### config.mk
export PLATFORM = sky130hd
export DESIGN_NAME = sioc_regs
export DESIGN_NICKNAME = d
export VERILOG_FILES = /design/src/core/sioc_pkg.sv /design/src/core/sioc_scratch.sv /design/src/core/sioc_regs.sv
export SDC_FILE = /design/constraint.sdc
export NUM_CORES = 1
export LEC_CHECK = 0
export BUFFER_PORTS_ARGS = -buffer_cell sky130_fd_sc_hd__buf_2
export CORE_ASPECT_RATIO = 1.1
export CORE_UTILIZATION = 58
export CTS_BUF_LIST = sky130_fd_sc_hd__clkbuf_16
export DETAILED_ROUTE_END_ITERATION = 10
export GPL_ROUTABILITY_DRIVEN = 0
export PLACE_DENSITY = 0.86
export SETUP_SLACK_MARGIN = 0.5
export SLEW_MARGIN = 20
export SYNTH_ARGS = -nofsm -noshare
export SYNTH_HDL_FRONTEND = slang
export SYNTH_HIERARCHICAL = 1
export SYNTH_SLANG_ARGS = --single-unit
### constraint.sdc
create_clock -name core_clk -period 5.06 [get_ports core_clk]
set_input_delay 0.759 -clock core_clk [delete_from_list [all_inputs] [get_ports core_clk]]
set_output_delay 0.759 -clock core_clk [all_outputs]
set_load 0.01 [all_outputs]
### src/core/sioc_pkg.sv
// Package with offsets, field positions, reset values and carrier types of the IO control bank.
package sioc_pkg;

  // ==========================================================================
  // Address map
  localparam int ADDR_W = 6;
  localparam logic [ADDR_W-1:0] OFS_CLOCK_MODE_CTRL = 6'h03;
  localparam logic [ADDR_W-1:0] OFS_IRQ_ENABLE_MASK = 6'h04;
  localparam logic [ADDR_W-1:0] OFS_IRQ_PENDING_FLAGS = 6'h05;
  localparam logic [ADDR_W-1:0] OFS_WIDE_TIMER_MODE = 6'h06;
  localparam logic [ADDR_W-1:0] OFS_IO_SCRATCH_BYTE = 6'h07;

  // ==========================================================================
  // Reset values
  localparam logic [7:0] RST_CLOCK_MODE_CTRL = 8'hf6;
  localparam logic [7:0] RST_IRQ_ENABLE_MASK = 8'h00;
  localparam logic [7:0] RST_IRQ_PENDING_FLAGS = 8'h00;
  localparam logic [7:0] RST_WIDE_TIMER_MODE = 8'h00;
  localparam logic [7:0] RST_IO_SCRATCH_BYTE = 8'h00;

  // ==========================================================================
  // Clock mode fields
  localparam int CM_SEL_HI = 7;
  localparam int CM_SEL_LO = 5;
  localparam int CM_FAST_EN = 4;
  localparam int CM_TYPE = 3;
  localparam int CM_SLOW_EN = 2;
  localparam int CM_WDOG_EN = 1;
  localparam int CM_PIN_RESET = 0;

  // Interrupt source bit positions; the rest read as zero.
  localparam int IRQ_SECOND_TIMER = 6;
  localparam int IRQ_ADC = 3;
  localparam int IRQ_WIDE_TIMER = 2;
  localparam int IRQ_PORT_B_BIT0 = 1;
  localparam int IRQ_PORT_A_BIT0 = 0;
  localparam logic [7:0] IRQ_IMPL_MASK = 8'h4f;

  // Wide timer mode fields.
  localparam int WT_SRC_HI = 7;
  localparam int WT_SRC_LO = 5;
  localparam int WT_PRE_HI = 4;
  localparam int WT_PRE_LO = 3;
  localparam int WT_TAP_HI = 2;
  localparam int WT_TAP_LO = 0;
  localparam int WT_TAP_BASE = 8;

  // ==========================================================================
  // System clock decode
  typedef enum logic [1:0] {
    SIOC_SRC_FAST = 2'h0,
    SIOC_SRC_CRYSTAL = 2'h1,
    SIOC_SRC_SLOW = 2'h2,
    SIOC_SRC_NONE = 2'h3
  } sioc_src_t;

  // Divide ratio as log2: 0 = /1 up to 5 = /32.
  typedef struct packed {
    sioc_src_t src;
    logic [2:0] div_log2;
    logic reserved;
  } sioc_sysclk_t;

  typedef enum logic [2:0] {
    SIOC_WT_OFF = 3'h0,
    SIOC_WT_SYSCLK = 3'h1,
    SIOC_WT_RSV2 = 3'h2,
    SIOC_WT_RSV3 = 3'h3,
    SIOC_WT_FAST = 3'h4,
    SIOC_WT_CRYSTAL = 3'h5,
    SIOC_WT_SLOW = 3'h6,
    SIOC_WT_PORT_A_BIT0 = 3'h7
  } sioc_wt_src_t;

  // ==========================================================================
  // Carrier types
  typedef struct packed {
    logic wr;
    logic rd;
    logic tog;
    logic [2:0] bit_sel;
    logic [ADDR_W-1:0] addr;
    logic [7:0] wdata;
  } sioc_io_req_t;

  typedef struct packed {
    sioc_wt_src_t src;
    logic [1:0] prescale;
    logic [2:0] tap;
  } sioc_wt_cfg_t;

endpackage

### src/core/sioc_scratch.sv
// General IO scratch byte with bit toggle and bit-wait status.
`timescale 1ns/10ps
`default_nettype none

module sioc_scratch (
  // Clock and resets
  input wire logic core_clk,
  input wire logic rst_b,
  // Access
  input wire logic wr_en,
  input wire logic tog_en,
  input wire logic [2:0] bit_sel,
  input wire logic [7:0] wdata,
  // State
  output logic [7:0] value,
  output logic bit_value
);

  logic [7:0] next_value;

  // A watchdog reset is not wired here, so the byte keeps its contents across it.
  always_comb begin
    next_value = value;
    if (wr_en) begin
      next_value = wdata;
    end else if (tog_en) begin
      next_value[bit_sel] = ~value[bit_sel]; // RULE12
    end
  end

  always_ff @(posedge core_clk) begin
    if (!rst_b) begin
      value <= sioc_pkg::RST_IO_SCRATCH_BYTE; // RULE11
    end else begin
      value <= next_value;
    end
  end

  assign bit_value = value[bit_sel]; // RULE12

endmodule

`default_nettype wire

### src/core/sioc_regs.sv
// Register bank for clock mode, interrupt enable and request, wide timer mode and scratch byte.
//
// Function
// (RULE1) Clock code bits 7:5, type 0 table: fast/4,/2,/1, crystal/4,/2,/1, slow/4, slow.
// (RULE2) Type 1 table: fast/16, fast/8, fast/32, crystal/8; other codes reserved.
// (RULE3) Clock mode bit 4 enables the fast oscillator, reset value one.
// (RULE4) Bit 2 enables slow oscillator; slow oscillator off also forces watchdog off.
// (RULE5) Bit 1 enables the watchdog, reset value one.
// (RULE6) Bit 0 chooses port bit or active-low reset for the shared pin.
// (RULE7) Enable bits 6,3,2,1,0 for five sources, reset zero; others reserved.
// (RULE8) Request flags share enable positions; hardware sets, software writes zero to clear.
// (RULE9) Timer mode bits 7:5 pick counter clock; bits 4:3 prescale 1,4,16,64.
// (RULE10) Timer bits 2:0 pick counter bit 8..15; rising tap raises timer event.
// (RULE11) Scratch byte cleared by power-on or low-voltage reset, kept on watchdog reset.
// (RULE12) Scratch byte supports wait-low, wait-high and toggle bit operations.
`timescale 1ns/10ps
`default_nettype none

module sioc_regs (
  // Clock and resets
  input wire logic core_clk,
  input wire logic rst_b,
  input wire logic wdog_reset,
  // IO space access from the processor core
  input wire sioc_pkg::sioc_io_req_t io_req,
  input wire logic wait_high,
  output logic [7:0] io_rdata,
  output logic bit_wait_done,
  // Interrupt events from the sources
  input wire logic second_timer_event,
  input wire logic adc_event,
  input wire logic port_b_bit0_event,
  input wire logic port_a_bit0_event,
  input wire logic [15:8] wide_timer_count,
  // Clock and pin control
  output sioc_pkg::sioc_sysclk_t sys_clk_sel,
  output logic fast_internal_osc_en,
  output logic slow_internal_osc_en,
  output logic watchdog_run,
  output logic shared_reset_pin_is_reset,
  // Interrupt state and timer configuration
  output logic [7:0] irq_enable,
  output logic [7:0] irq_pending,
  output logic irq_request,
  output sioc_pkg::sioc_wt_cfg_t wide_timer_cfg
);

  // ==========================================================================
  // Register state
  logic [7:0] clock_mode_ctrl;
  logic [7:0] irq_enable_mask;
  logic [7:0] irq_pending_flags;
  logic [7:0] wide_timer_mode;
  logic tap_prev;
  logic [7:0] next_clock_mode_ctrl;
  logic [7:0] next_irq_enable_mask;
  logic [7:0] next_irq_pending_flags;
  logic [7:0] next_wide_timer_mode;
  logic next_tap_prev;
  logic [7:0] next_io_rdata;
  logic [7:0] scratch_value;
  logic scratch_bit;
  logic [7:0] hw_events;
  logic tap_now;
  logic soft_rst_b;

  // A watchdog timeout resets everything here except the scratch byte.
  assign soft_rst_b = rst_b & ~wdog_reset;

  // ==========================================================================
  // Wide timer tap
  assign tap_now = wide_timer_count[sioc_pkg::WT_TAP_BASE +
    int'(wide_timer_mode[sioc_pkg::WT_TAP_HI:sioc_pkg::WT_TAP_LO])]; // RULE10

  always_comb begin
    hw_events = 8'h00;
    hw_events[sioc_pkg::IRQ_SECOND_TIMER] = second_timer_event;
    hw_events[sioc_pkg::IRQ_ADC] = adc_event;
    hw_events[sioc_pkg::IRQ_WIDE_TIMER] = tap_now & ~tap_prev; // RULE10
    hw_events[sioc_pkg::IRQ_PORT_B_BIT0] = port_b_bit0_event;
    hw_events[sioc_pkg::IRQ_PORT_A_BIT0] = port_a_bit0_event;
  end

  // ==========================================================================
  // Register writes and read data
  always_comb begin
    next_clock_mode_ctrl = clock_mode_ctrl;
    next_irq_enable_mask = irq_enable_mask;
    next_irq_pending_flags = irq_pending_flags;
    next_wide_timer_mode = wide_timer_mode;
    next_tap_prev = tap_now;
    next_io_rdata = io_rdata;
    if (io_req.wr) begin
      unique case (io_req.addr)
        sioc_pkg::OFS_CLOCK_MODE_CTRL: begin
          next_clock_mode_ctrl = io_req.wdata; // RULE1 RULE3 RULE5 RULE6
        end
        sioc_pkg::OFS_IRQ_ENABLE_MASK: begin
          next_irq_enable_mask = io_req.wdata & sioc_pkg::IRQ_IMPL_MASK; // RULE7
        end
        sioc_pkg::OFS_IRQ_PENDING_FLAGS: begin
          next_irq_pending_flags = io_req.wdata & sioc_pkg::IRQ_IMPL_MASK; // RULE8
        end
        sioc_pkg::OFS_WIDE_TIMER_MODE: begin
          next_wide_timer_mode = io_req.wdata; // RULE9
        end
        default: begin
        end
      endcase
    end else if (io_req.tog && io_req.addr != sioc_pkg::OFS_IO_SCRATCH_BYTE) begin
      unique case (io_req.addr)
        sioc_pkg::OFS_CLOCK_MODE_CTRL: begin
          next_clock_mode_ctrl[io_req.bit_sel] = ~clock_mode_ctrl[io_req.bit_sel];
        end
        sioc_pkg::OFS_IRQ_ENABLE_MASK: begin
          next_irq_enable_mask[io_req.bit_sel] = ~irq_enable_mask[io_req.bit_sel];
          next_irq_enable_mask = next_irq_enable_mask & sioc_pkg::IRQ_IMPL_MASK;
        end
        sioc_pkg::OFS_IRQ_PENDING_FLAGS: begin
          next_irq_pending_flags[io_req.bit_sel] = ~irq_pending_flags[io_req.bit_sel];
          next_irq_pending_flags = next_irq_pending_flags & sioc_pkg::IRQ_IMPL_MASK;
        end
        sioc_pkg::OFS_WIDE_TIMER_MODE: begin
          next_wide_timer_mode[io_req.bit_sel] = ~wide_timer_mode[io_req.bit_sel];
        end
        default: begin
        end
      endcase
    end
    // A hardware event in the same cycle as a software clear keeps the flag set.
    next_irq_pending_flags = next_irq_pending_flags | hw_events; // RULE8
    if (io_req.rd) begin
      unique case (io_req.addr)
        sioc_pkg::OFS_CLOCK_MODE_CTRL: next_io_rdata = clock_mode_ctrl;
        sioc_pkg::OFS_IRQ_ENABLE_MASK: next_io_rdata = irq_enable_mask;
        sioc_pkg::OFS_IRQ_PENDING_FLAGS: next_io_rdata = irq_pending_flags;
        sioc_pkg::OFS_WIDE_TIMER_MODE: next_io_rdata = wide_timer_mode;
        sioc_pkg::OFS_IO_SCRATCH_BYTE: next_io_rdata = scratch_value;
        default: next_io_rdata = 8'h00;
      endcase
    end
  end

  always_ff @(posedge core_clk) begin
    if (!soft_rst_b) begin
      clock_mode_ctrl <= sioc_pkg::RST_CLOCK_MODE_CTRL; // RULE1 RULE3 RULE4 RULE5 RULE6
      irq_enable_mask <= sioc_pkg::RST_IRQ_ENABLE_MASK; // RULE7
      irq_pending_flags <= sioc_pkg::RST_IRQ_PENDING_FLAGS;
      wide_timer_mode <= sioc_pkg::RST_WIDE_TIMER_MODE; // RULE10
      // The detector restarts as if the tap were high, so a bit already high is no event.
      tap_prev <= 1'b1; // RULE10
      io_rdata <= 8'h00;
    end else begin
      clock_mode_ctrl <= next_clock_mode_ctrl;
      irq_enable_mask <= next_irq_enable_mask;
      irq_pending_flags <= next_irq_pending_flags;
      wide_timer_mode <= next_wide_timer_mode;
      tap_prev <= next_tap_prev;
      io_rdata <= next_io_rdata;
    end
  end

  // ==========================================================================
  // Scratch byte, reset only by power-on or low-voltage reset
  sioc_scratch u_scratch (
    .core_clk(core_clk),
    .rst_b(rst_b), // RULE11
    .wr_en(io_req.wr && io_req.addr == sioc_pkg::OFS_IO_SCRATCH_BYTE),
    .tog_en(io_req.tog && io_req.addr == sioc_pkg::OFS_IO_SCRATCH_BYTE),
    .bit_sel(io_req.bit_sel),
    .wdata(io_req.wdata),
    .value(scratch_value),
    .bit_value(scratch_bit)
  );

  // Wait-low or wait-high completes when the selected scratch bit matches.
  assign bit_wait_done = (scratch_bit == wait_high); // RULE12

  // ==========================================================================
  // System clock selection decode
  always_comb begin
    sys_clk_sel.reserved = 1'b0;
    sys_clk_sel.src = sioc_pkg::SIOC_SRC_NONE;
    sys_clk_sel.div_log2 = 3'h0;
    if (!clock_mode_ctrl[sioc_pkg::CM_TYPE]) begin
      unique case (clock_mode_ctrl[sioc_pkg::CM_SEL_HI:sioc_pkg::CM_SEL_LO]) // RULE1
        3'h0: begin
          sys_clk_sel.src = sioc_pkg::SIOC_SRC_FAST;
          sys_clk_sel.div_log2 = 3'h2;
        end
        3'h1: begin
          sys_clk_sel.src = sioc_pkg::SIOC_SRC_FAST;
          sys_clk_sel.div_log2 = 3'h1;
        end
        3'h2: sys_clk_sel.src = sioc_pkg::SIOC_SRC_FAST;
        3'h3: begin
          sys_clk_sel.src = sioc_pkg::SIOC_SRC_CRYSTAL;
          sys_clk_sel.div_log2 = 3'h2;
        end
        3'h4: begin
          sys_clk_sel.src = sioc_pkg::SIOC_SRC_CRYSTAL;
          sys_clk_sel.div_log2 = 3'h1;
        end
        3'h5: sys_clk_sel.src = sioc_pkg::SIOC_SRC_CRYSTAL;
        3'h6: begin
          sys_clk_sel.src = sioc_pkg::SIOC_SRC_SLOW;
          sys_clk_sel.div_log2 = 3'h2;
        end
        3'h7: sys_clk_sel.src = sioc_pkg::SIOC_SRC_SLOW;
      endcase
    end else begin
      unique case (clock_mode_ctrl[sioc_pkg::CM_SEL_HI:sioc_pkg::CM_SEL_LO]) // RULE2
        3'h0: begin
          sys_clk_sel.src = sioc_pkg::SIOC_SRC_FAST;
          sys_clk_sel.div_log2 = 3'h4;
        end
        3'h1: begin
          sys_clk_sel.src = sioc_pkg::SIOC_SRC_FAST;
          sys_clk_sel.div_log2 = 3'h3;
        end
        3'h3: begin
          sys_clk_sel.src = sioc_pkg::SIOC_SRC_FAST;
          sys_clk_sel.div_log2 = 3'h5;
        end
        3'h5: begin
          sys_clk_sel.src = sioc_pkg::SIOC_SRC_CRYSTAL;
          sys_clk_sel.div_log2 = 3'h3;
        end
        default: sys_clk_sel.reserved = 1'b1;
      endcase
    end
  end

  // ==========================================================================
  // Control outputs
  assign fast_internal_osc_en = clock_mode_ctrl[sioc_pkg::CM_FAST_EN]; // RULE3
  assign slow_internal_osc_en = clock_mode_ctrl[sioc_pkg::CM_SLOW_EN]; // RULE4
  assign watchdog_run = clock_mode_ctrl[sioc_pkg::CM_WDOG_EN] &
    clock_mode_ctrl[sioc_pkg::CM_SLOW_EN]; // RULE4 RULE5
  assign shared_reset_pin_is_reset = clock_mode_ctrl[sioc_pkg::CM_PIN_RESET]; // RULE6
  assign irq_enable = irq_enable_mask;
  assign irq_pending = irq_pending_flags;
  assign irq_request = |(irq_enable_mask & irq_pending_flags); // RULE7
  always_comb begin
    wide_timer_cfg.src = sioc_pkg::sioc_wt_src_t'(
      wide_timer_mode[sioc_pkg::WT_SRC_HI:sioc_pkg::WT_SRC_LO]); // RULE9
    wide_timer_cfg.prescale = wide_timer_mode[sioc_pkg::WT_PRE_HI:sioc_pkg::WT_PRE_LO]; // RULE9
    wide_timer_cfg.tap = wide_timer_mode[sioc_pkg::WT_TAP_HI:sioc_pkg::WT_TAP_LO]; // RULE10
  end

endmodule

`default_nettype wire

==> impl_metrics.tcl, run 1 <==
set metrics [dict create \
    status "finished clean" \
    path_cells "buf_2 -> mux2i_1 -> o2bb2ai_1 -> a221o_1 -> xnor2_1 -> buf_2" \
    drive_gt1_share_pct 21.3 \
    power_frac_seq_pct 39.7 \
    required_ps 4300 \
    design_area_sq_um 3570 \
    layout.cells.most_common "buf_2" \
    p_leak_nw 1.51 \
    ys_seq_elements 43 \
    ys.flop_type "dfxtp_1" \
    pin_count 80 \
    hp-class "reg2reg" \
    min_period_over_period_pct 58.6 \
    postCtsSetupRepairBufs 0 \
    drt_iter0_drc 436 \
    cts_hold_buf 0 \
    seqCellArea_sq_um 861 \
    grt_pass1_vias 3148 \
    crit_slowest_cell "buf_2" \
    fin_worst_skew_ps 5.84 \
    cp_num_buf_inv 2 \
    slew_headroom_pct 32.0 \
    p_sw_share_pct 24.5 \
    cp-start-kind "primary input" \
    clock_path_buffers 2 \
    power_density_nw_per_um2 247 \
    initial_core_util_pct 60.8 \
    hpwlAfterDp_um 6700 \
    synth_seq_area_share_pct 27.9 \
    multi_input_area_sq_um 2040 \
    avgViaCountPerCell 6.83 \
    via_count 3468 \
    grt_start_max_net_pins 31 \
    synth_cell_types 70 \
    cp.arrival_ps 2210 \
    portBuffers 73 \
    power.internal_uw 664 \
    path_clk_slew_ps 60 \
    power.total_uw 880 \
    drt-total-wl_um 9510 \
    fmax_mhz 337 \
    dr.pass1.iters 5 \
    dpl-instance-area_sq_um 3370 \
    clk_latency_ps 290 \
    numClockSinks 43 \
    cp_common_cell "buf_2" \
    max_stage_delay_ps 440 \
    synth_edf_count 0 \
    post_drt_wl_per_cell_um 18.7 \
    core_region_area_sq_um 5070 \
    ys_warn_count 6 \
    cts_tree "yes" \
    final_cell_mix "73 x buf_2, 43 x dfxtp_1, 40 x o21ai_0, 39 x nand2_1, 33 x nor2_1" \
    maxSlewViolCount 0 \
    vdd_drop_max_v 0.000177 \
    drcViolationCount 0 \
    die_h_um 78.5 \
    clock_power_share_pct 47.3 \
    die_w_um 71.5 \
    critical-path-top-delay-family "buffers and inverters" \
    hold_viol 0 \
    syn_area_per_cell_sq_um 7.77 \
    htreeDepth 2 \
    nets 485 \
    num_rows 27 \
    numCtsBuffers 5 \
    async_flop_share_pct 0 \
    track_usage_pct 34.7 \
    synthCells 397 \
    crit_fanout 27 \
    setup_tns_ps 0 \
    setup_viol 0 \
    worstMarginPinSlew_ps 1010 \
    nFillCells 419 \
    crit_type "in2out" \
    rsz0062_at_grt "no" \
    die_area_sq_um 5610 \
    area_growth_pct 15.7 \
    syn_area_sq_um 3080 \
    p_sw_uw 216 \
    min_period_ps 2970 \
    ant_nets 0 \
    grt_pass1_wl_um 15300 \
    grt-ovfl-total 0 \
    cts-root-buf "clkbuf_16" \
    combPwrFrac_pct 13.0 \
    antenna_found_initial 0 \
    drv_cap 0 \
    crit_path_end_kind "output pin" \
    antennaDiodeCount 0 \
    post_cts_resize_count 0 \
]
==> state kept, by name (all words and copies together), names as in the netlist <==
register,count
irq_enable,5
wide_timer_cfg,8
io_rdata,8
clock_mode_ctrl,8
irq_pending,5
tap_prev,1
u_scratch/value,8
==> layout make-up <==
type                            instances  area share, %
Timing Repair Buffer                   73           10.2
Sequential cell                        43           24.1
Inverter                                9          0.947
Clock inverter                          3           1.79
Multi-Input combinational cell        317           57.3
Tap cell                               58           2.04
Clock buffer                            5           3.51
==> worst reg2reg max path, stage by stage, from the launching register on <==
cell	delay, ps
dfxtp_1	430
mux2i_1	210
o32ai_1	170
a2111oi_0	720
nand3_1	150
a32oi_1	210
==> routing by layer <==
layer	global-route usage (%)	vias to the layer above	part of all wire [%]
met4	21.6	0	6.2
met1	43.3	1585	38
met5	0	-	0
met3	5.52	66	9.3
li1	-	1573	-
met2	55.6	244	46
==> final timing paths <==
kind / startpoint / to / slack [ps] / cells after the start
setup / recovery: io_req[15] / bit_wait_done / 2090 / 6
hold / removal: io_rdata[1] / io_rdata[1] / 490 / 2
hold reg to reg: io_rdata[1] / io_rdata[1] / 490 / 2
setup reg to reg: clock_mode_ctrl[7] / clock_mode_ctrl[1] / 3090 / 5
==> logic make-up (layout without fill, tap and decap cells) <==
| group | after synthesis | count (layout) | synth area share, % |
|---|---|---|---|
| compound gates | 134 | 134 | 28.4 |
| xor+xnor | 9 | 9 | 2.56 |
| fa+ha+maj | 1 | 1 | 0.325 |
| buf+inv | 42 | 90 | 6.74 |
| flops | 43 | 43 | 27.9 |
| mux | 23 | 23 | 8.36 |
| other cells | 1 | 6 | 0.122 |
| simple gates | 144 | 144 | 25.6 |
==> cells in the mapped netlist, types with 3 or more instances <==
master    count  share of area, %
buf_4         7               1.7
o21bai_1      3              0.73
buf_1         4              0.49
a21o_1        3              0.73
a22oi_1       9               2.2
nor2b_1       6               1.2
nor3_1       16               2.6
o311a_1       3              0.97
nand3b_1      3              0.73
o21ai_0      40               6.5
nand4b_1      3              0.85
dfxtp_1      43                28
xor2_1        5               1.4
nand2b_1      6               1.2
a21oi_1      29               4.7
nor2_1       33               4.0
a31oi_1       8               1.6
o211a_1       4               1.3
nand2_1      39               4.7
xnor2_1       4               1.1
buf_2         6              0.97
inv_1         8              0.97
clkbuf_1     13               1.6
mux2i_1      19               6.2
and2_1        5               1.0
nand3_1       9               1.5
nand4_1       3              0.61
a211oi_1     13               3.2
==> power groups by stage <==
stage	Clock (mW)	Sequential [mW]	Combinational [mW]
finish	0.416	0.350	0.114
global route	0.435	0.350	0.123
CTS	0.417	0.349	0.110
detailed placement	0	0.357	0.109
global placement	0	0.357	0.106
floorplan	0	0.357	0.0748
==> through the flow <==
stage | std cells | hold slack (ps) | util, % | setup slack [ps]
finish | 508 | 486 | 70.4 | 2090
CTS | 508 | 488 | 70.1 | 2110
global route | 508 | 516 | 70.4 | 1960
detailed placement | 500 | 480 | 66.4 | 2110
global placement | 500 | 477 | 66.4 | 2170
floorplan | 402 | 495 | - | 2620
(Power assumes the default switching activity.)
==> inputs of run 2 (changes only) <==
--- a/config.mk
+++ b/config.mk
@@ -5,13 +5,14 @@
 export SDC_FILE = /design/constraint.sdc
 export NUM_CORES = 1
 export LEC_CHECK = 0
+export ABC_AREA = 1
 export BUFFER_PORTS_ARGS = -buffer_cell sky130_fd_sc_hd__buf_2
 export CORE_ASPECT_RATIO = 1.1
-export CORE_UTILIZATION = 58
+export CORE_UTILIZATION = 55
 export CTS_BUF_LIST = sky130_fd_sc_hd__clkbuf_16
 export DETAILED_ROUTE_END_ITERATION = 10
 export GPL_ROUTABILITY_DRIVEN = 0
-export PLACE_DENSITY = 0.86
+export PLACE_DENSITY = 0.81
 export SETUP_SLACK_MARGIN = 0.5
 export SLEW_MARGIN = 20
 export SYNTH_ARGS = -nofsm -noshare
==> constraint.sdc (replaced) <==
create_clock -name core_clk -period 2.73 [get_ports core_clk]
set_input_delay 0.4095 -clock core_clk [delete_from_list [all_inputs] [get_ports core_clk]]
set_output_delay 0.4095 -clock core_clk [all_outputs]
set_load 0.01 [all_outputs]
==> run 2 against run 1 <==
Against the previous run:
- count of clock-buffer cells in the layout unchanged
- non-clock buffer count up 2
- sequential cell count unchanged
- power up 63%
- setup slack worse by 1400 ps
- final cell count up 44%
- critical path type unchanged
- critical endpoint unchanged
- largest power group is now registers
==> impl_metrics.tcl, run 2 <==
set metrics [dict create \
    initial_core_util_pct 58.3 \
    maxSlewViolCount 0 \
    grt_start_max_net_pins 30 \
    setup_ws_ps 738 \
    path_clk_slew_ps 70 \
    antenna_found_initial 0 \
    clk_latency_ps 290 \
    htreeDepth 2 \
    num_rows 29 \
    hpwlAfterDp_um 7630 \
    nFillCells 599 \
    ys_warn_count 6 \
    design_area_sq_um 3900 \
    layout.cells.most_common "nand2_1" \
    core_region_area_sq_um 5880 \
    dp_slack_ps 641 \
    cp.arrival_ps 1580 \
    synthCells 588 \
    synth_seq_area_share_pct 25.1 \
    synth_most_common_cell "nand2_1" \
    drt_iter0_drc 366 \
    async_flop_share_pct 0 \
    avgViaCountPerCell 5.55 \
    hold_viol 0 \
    cp-start-kind "primary input" \
    portBuffers 73 \
    crit_type "in2out" \
    yosys.area.top_type "dfxtp_1" \
    nets 687 \
    p_leak_nw 2.07 \
    synth_edf_count 0 \
    numCtsBuffers 5 \
    drt-total-wl_um 10200 \
    busiest_layer "met2" \
    synth_common_cells "190 x nand2_1, 77 x nor2_1, 57 x inv_1" \
    grt-ovfl-total 0 \
    combPwrFrac_pct 14.4 \
    drcViolationCount 0 \
    dpl-instance-area_sq_um 3750 \
    ant_nets 0 \
    status "finished clean" \
    final_cell_mix "190 x nand2_1, 77 x nor2_1, 72 x buf_2, 58 x inv_1, 47 x nand3_1" \
    clock_path_buffers 2 \
    rsz0062_at_grt "no" \
    min_period_over_period_pct 73.0 \
    cts_tree "yes" \
    yosys-top-cells-area "dfxtp_1 25%, nand2_1 21%, nor2_1 8.4%" \
    cts-root-buf "clkbuf_16" \
    die_w_um 77.3 \
    pin_count 80 \
    crit_path_end_kind "output pin" \
    numClockSinks 43 \
    track_usage_pct 31.8 \
    crit_fanout 29 \
    clock_power_share_pct 40.8 \
    min_period_ps 1990 \
    grt_pass1_wl_um 16800 \
    fin_worst_skew_ps 7.21 \
    vdd_drop_max_v 0.000315 \
    antennaDiodeCount 0 \
    ys.flop_type "dfxtp_1" \
    synth_top_cell_area_share_pct 25.1 \
    p_sw_uw 404 \
    syn_area_per_cell_sq_um 5.83 \
    gr-usage-met3_pct 5.22 \
    required_ps 2320 \
    dr.pass1.iters 6 \
    setup_tns_ps 0 \
    die_h_um 84.8 \
    power_density_nw_per_um2 367 \
    drive_gt1_share_pct 20.7 \
    syn_area_sq_um 3430 \
    power_frac_seq_pct 44.8 \
    ys_seq_elements 43 \
    met2_usage_pct 53.2 \
    r2r_slack_ps 1200 \
    hp-class "in2reg" \
    via_count 4045 \
    area_growth_pct 13.8 \
    power.internal_mw 1.03 \
    grt_use_met1_pct 40.7 \
    setup_viol 0 \
    p_sw_share_pct 28.2 \
    post_drt_wl_per_cell_um 14.0 \
    fmax_mhz 502 \
    die_area_sq_um 6550 \
    grt_pass1_vias 3676 \
    synth_cell_types 37 \
    drv_cap 0 \
]
==> run 2: path summary, 6_finish.rpt <==
kind,startpoint,end,cells after the start
min reg2reg,io_rdata[5],io_rdata[5],2
min,port_a_bit0_event,irq_pending[0],3
max reg2reg,wide_timer_cfg[0],wide_timer_cfg[5],9
max,io_req[14],bit_wait_done,10
==> run 2: layout make-up <==
| class | instances | area [sq um] | area share, % |
|---|---|---|---|
| clock inverter | 3 | 16.3 | 0.417 |
| timing repair buffer | 75 | 383 | 9.82 |
| clock buffer | 5 | 125 | 3.21 |
| sequential | 43 | 861 | 22.1 |
| tap | 77 | 96.3 | 2.47 |
| inverter | 71 | 272 | 6.97 |
| multi-input combinational | 455 | 2140 | 55.0 |
==> run 2: repair_timing <==
action	4_1_cts	5_1_grt
gates resized for setup	0	1
hold buffers	0	0
setup endpoints to repair	0	1
buffers inserted	0	0
==> run 2: per-layer routing <==
layer  wire length, um  share of wire (%)
met1              4130                 40
met2              4770                 47
met3               993                9.7
met4               302                3.0
met5                 0                  0
==> run 2: metrics by stage <==
| stage | power [mW] | instances | hold WS, ps | utilization, % |
|---|---|---|---|---|
| 2_1_floorplan | 0.798 | 593 | 490 | - |
| 3_3_place_gp | 0.852 | 721 | 449 | 63.9 |
| 3_5_place_dp | 0.855 | 721 | 455 | 63.9 |
| 4_1_cts | 1.43 | 729 | 368 | 66.3 |
| 5_1_grt | 1.49 | 729 | 402 | 66.3 |
| 6_report | 1.43 | 729 | 377 | 66.3 |
==> run 2: critical path, cell delays in order <==
cell and delay (ps):
clkbuf_4 260, inv_2 150, nand2_1 60, nand2_1 50, nand2_1 50, nand2_1 90
nand2_2 60, nand2_4 170, xnor2_1 130, buf_2 150
==> run 2: logic make-up after synthesis <==
| family | share of synthesized area (%) |
|---|---|
| AO/OA/AOI/OAI | 14.1 |
| XOR/XNOR | 0.511 |
| buffers and inverters | 12.8 |
| flip-flops | 25.1 |
| other | 0.109 |
| AND/OR/NAND/NOR | 47.3 |
==> run 2: power by group through the flow <==
stage          Combinational [mW]  Clock [mW]  Sequential [mW]
6_report                    0.207       0.584            0.641
5_1_grt                     0.228       0.618            0.641
4_1_cts                     0.202       0.591            0.640
3_5_place_dp                0.201           0            0.655
3_3_place_gp                0.198           0            0.654
2_1_floorplan               0.145           0            0.653
==> inputs of run 3 (changes only) <==
==> constraint.sdc (replaced) <==
create_clock -name core_clk -period 2 [get_ports core_clk]
set_input_delay 0.3 -clock core_clk [delete_from_list [all_inputs] [get_ports core_clk]]
set_output_delay 0.3 -clock core_clk [all_outputs]
set_load 0.01 [all_outputs]
==> run 3 against run 2 <==
Against the previous run:
- clock skew fell by 3.5 ps
- clock power increased by 60%
- register-to-register slack got worse by 590 ps
- non-clock buffer count grew 23
- sequential cell count unchanged
- global-route usage is 2.2 points higher
- first-iteration DRC count increased by 25%
- critical path depth down 2
==> impl_metrics.tcl, run 3 (synthesis gave the netlist of run 2 again) <==
set metrics [dict create \
    drcViolationCount 0 \
    avgViaCountPerCell 5.56 \
    p_leak_nw 2.23 \
    drv_cap 0 \
    hp-class "in2reg" \
    maxSlewViolCount 0 \
    grt_pass1_vias 3840 \
    min_period_over_period_pct 79.9 \
    core_region_area_sq_um 5880 \
    clock_path_buffers 2 \
    antennaDiodeCount 0 \
    crit_type "reg2out" \
    hpwlAfterDp_um 7720 \
    drt-total-wl_um 11000 \
    r2r_slack_ps 610 \
    clk_latency_ps 290 \
    final_cell_mix "180 x nand2_1, 74 x nor2_1, 70 x buf_2, 52 x inv_1, 46 x nand3_1" \
    cts-root-buf "clkbuf_16" \
    num_rows 29 \
    vdd_drop_max_v 0.000339 \
    dr.pass1.iters 6 \
    pin_count 80 \
    layout.cells.most_common "nand2_1" \
    cp.arrival_ps 1300 \
    critical-path-top-delay-family "simple AND/OR/NAND/NOR gates" \
    numCtsBuffers 5 \
    drt_iter0_drc 459 \
    required_ps 1700 \
    final_util_pct 72.5 \
    area_growth_pct 24.3 \
    hold_start "port_a_bit0_event" \
    cts_tree "yes" \
    min_period_ps 1600 \
    grt_start_max_net_pins 28 \
    die_h_um 84.8 \
    crit_slowest_cell "dfxtp_2" \
    via_count 4184 \
    holdPathStages 3 \
    die_w_um 77.3 \
    setup_tns_ps 0 \
    max_stage_delay_ps 330 \
    numClockSinks 43 \
    rr_worst_depth 10 \
    grt_pass1_wl_um 17900 \
    drive_gt1_share_pct 29.3 \
    whs_endpoint "irq_pending[0]" \
    initial_core_util_pct 58.3 \
    hold_viol 0 \
    post_drt_wl_per_cell_um 14.6 \
    cp-start-kind "flip-flop" \
    path_clk_slew_ps 60 \
    track_usage_pct 34.1 \
    crit_fanout 2 \
    ant_nets 0 \
    setup_viol 0 \
    fin_worst_skew_ps 3.73 \
    path_cells "nand2_1 -> nand2_1 -> nand2_2 -> nand2_2 -> nand2_4 -> nand2_8 -> xnor2_2 -> buf_2" \
    cp_num_buf_inv 1 \
    fmax_mhz 626 \
    rr_endpoint "clock_mode_ctrl[3]" \
    power_density_nw_per_um2 495 \
    antenna_found_initial 0 \
    htreeDepth 2 \
    grt-ovfl-total 0 \
    nets 710 \
    reg2reg_from "clock_mode_ctrl[6]" \
    rsz0062_at_grt "yes" \
    status "finished clean" \
    portBuffers 73 \
    slew_headroom_pct 63.0 \
    worstMarginPinSlew_ps 554 \
    crit_path_end_kind "output pin" \
    die_area_sq_um 6550 \
]
run 3: metal layers:
layer	vias to the layer above	GRT usage (%)	share of wire [%]
li1	2032	-	-
met1	1854	42.2	39
met2	263	58.0	47
met3	35	6.09	11
met4	0	13.9	3.6
met5	-	0	0
run 3: per-stage QoR:
stage               hold WS (ps)  setup WS, ps  std cells  power (mW)  cell area, sq um
CTS                          288           426        749        2.09              4150
floorplan                    436           501        593        1.09              3450
detailed placement           453           273        725        1.17              3780
finish                       287           401        752        2.11              4260
global placement             449           301        725        1.17              3780
global route                 319           352        752        2.17              4260
run 3: repair_timing:
| action | CTS | global route |
|---|---|---|
| pin swaps | 6 | 11 |
| setup endpoints to repair | 7 | 20 |
| hold buffers | 0 | 0 |
| setup buffers | 16 | 3 |
| resized for setup | 33 | 33 |
run 3: where the power goes:
group	switching, mW	internal (mW)
logic	0.209	0.0932
registers	0.0116	0.858
clock network	0.354	0.583
run 3: layout make-up:
class                      count  area (sq um)
tap                           77          96.3
clock inverter                 3          38.8
timing repair buffer          98           576
fill                         529          1620
sequential                    43           896
inverter                      71           279
clock buffer                   5           125
multi-input combinational    455          2250
run 3: worst max-delay path by stage:
stage / start / end / slack [ps] / depth (start not counted)
after floorplan: io_req[19] / u_scratch/value[0] / 500 / 11
after global placement: io_req[15] / irq_enable[6] / 300 / 10
after detailed placement: io_req[14] / bit_wait_done / 270 / 10
after CTS: u_scratch/value[0] / bit_wait_done / 430 / 8
after global routing: clock_mode_ctrl[5] / sys_clk_sel[2] / 350 / 7
final: u_scratch/value[2] / bit_wait_done / 400 / 8
run 3: worst min-delay path: cells and delay by family:
kind / cells / cell delay [ps]
AO/OA/AOI/OAI: 2 / 150
buffers and inverters: 1 / 80
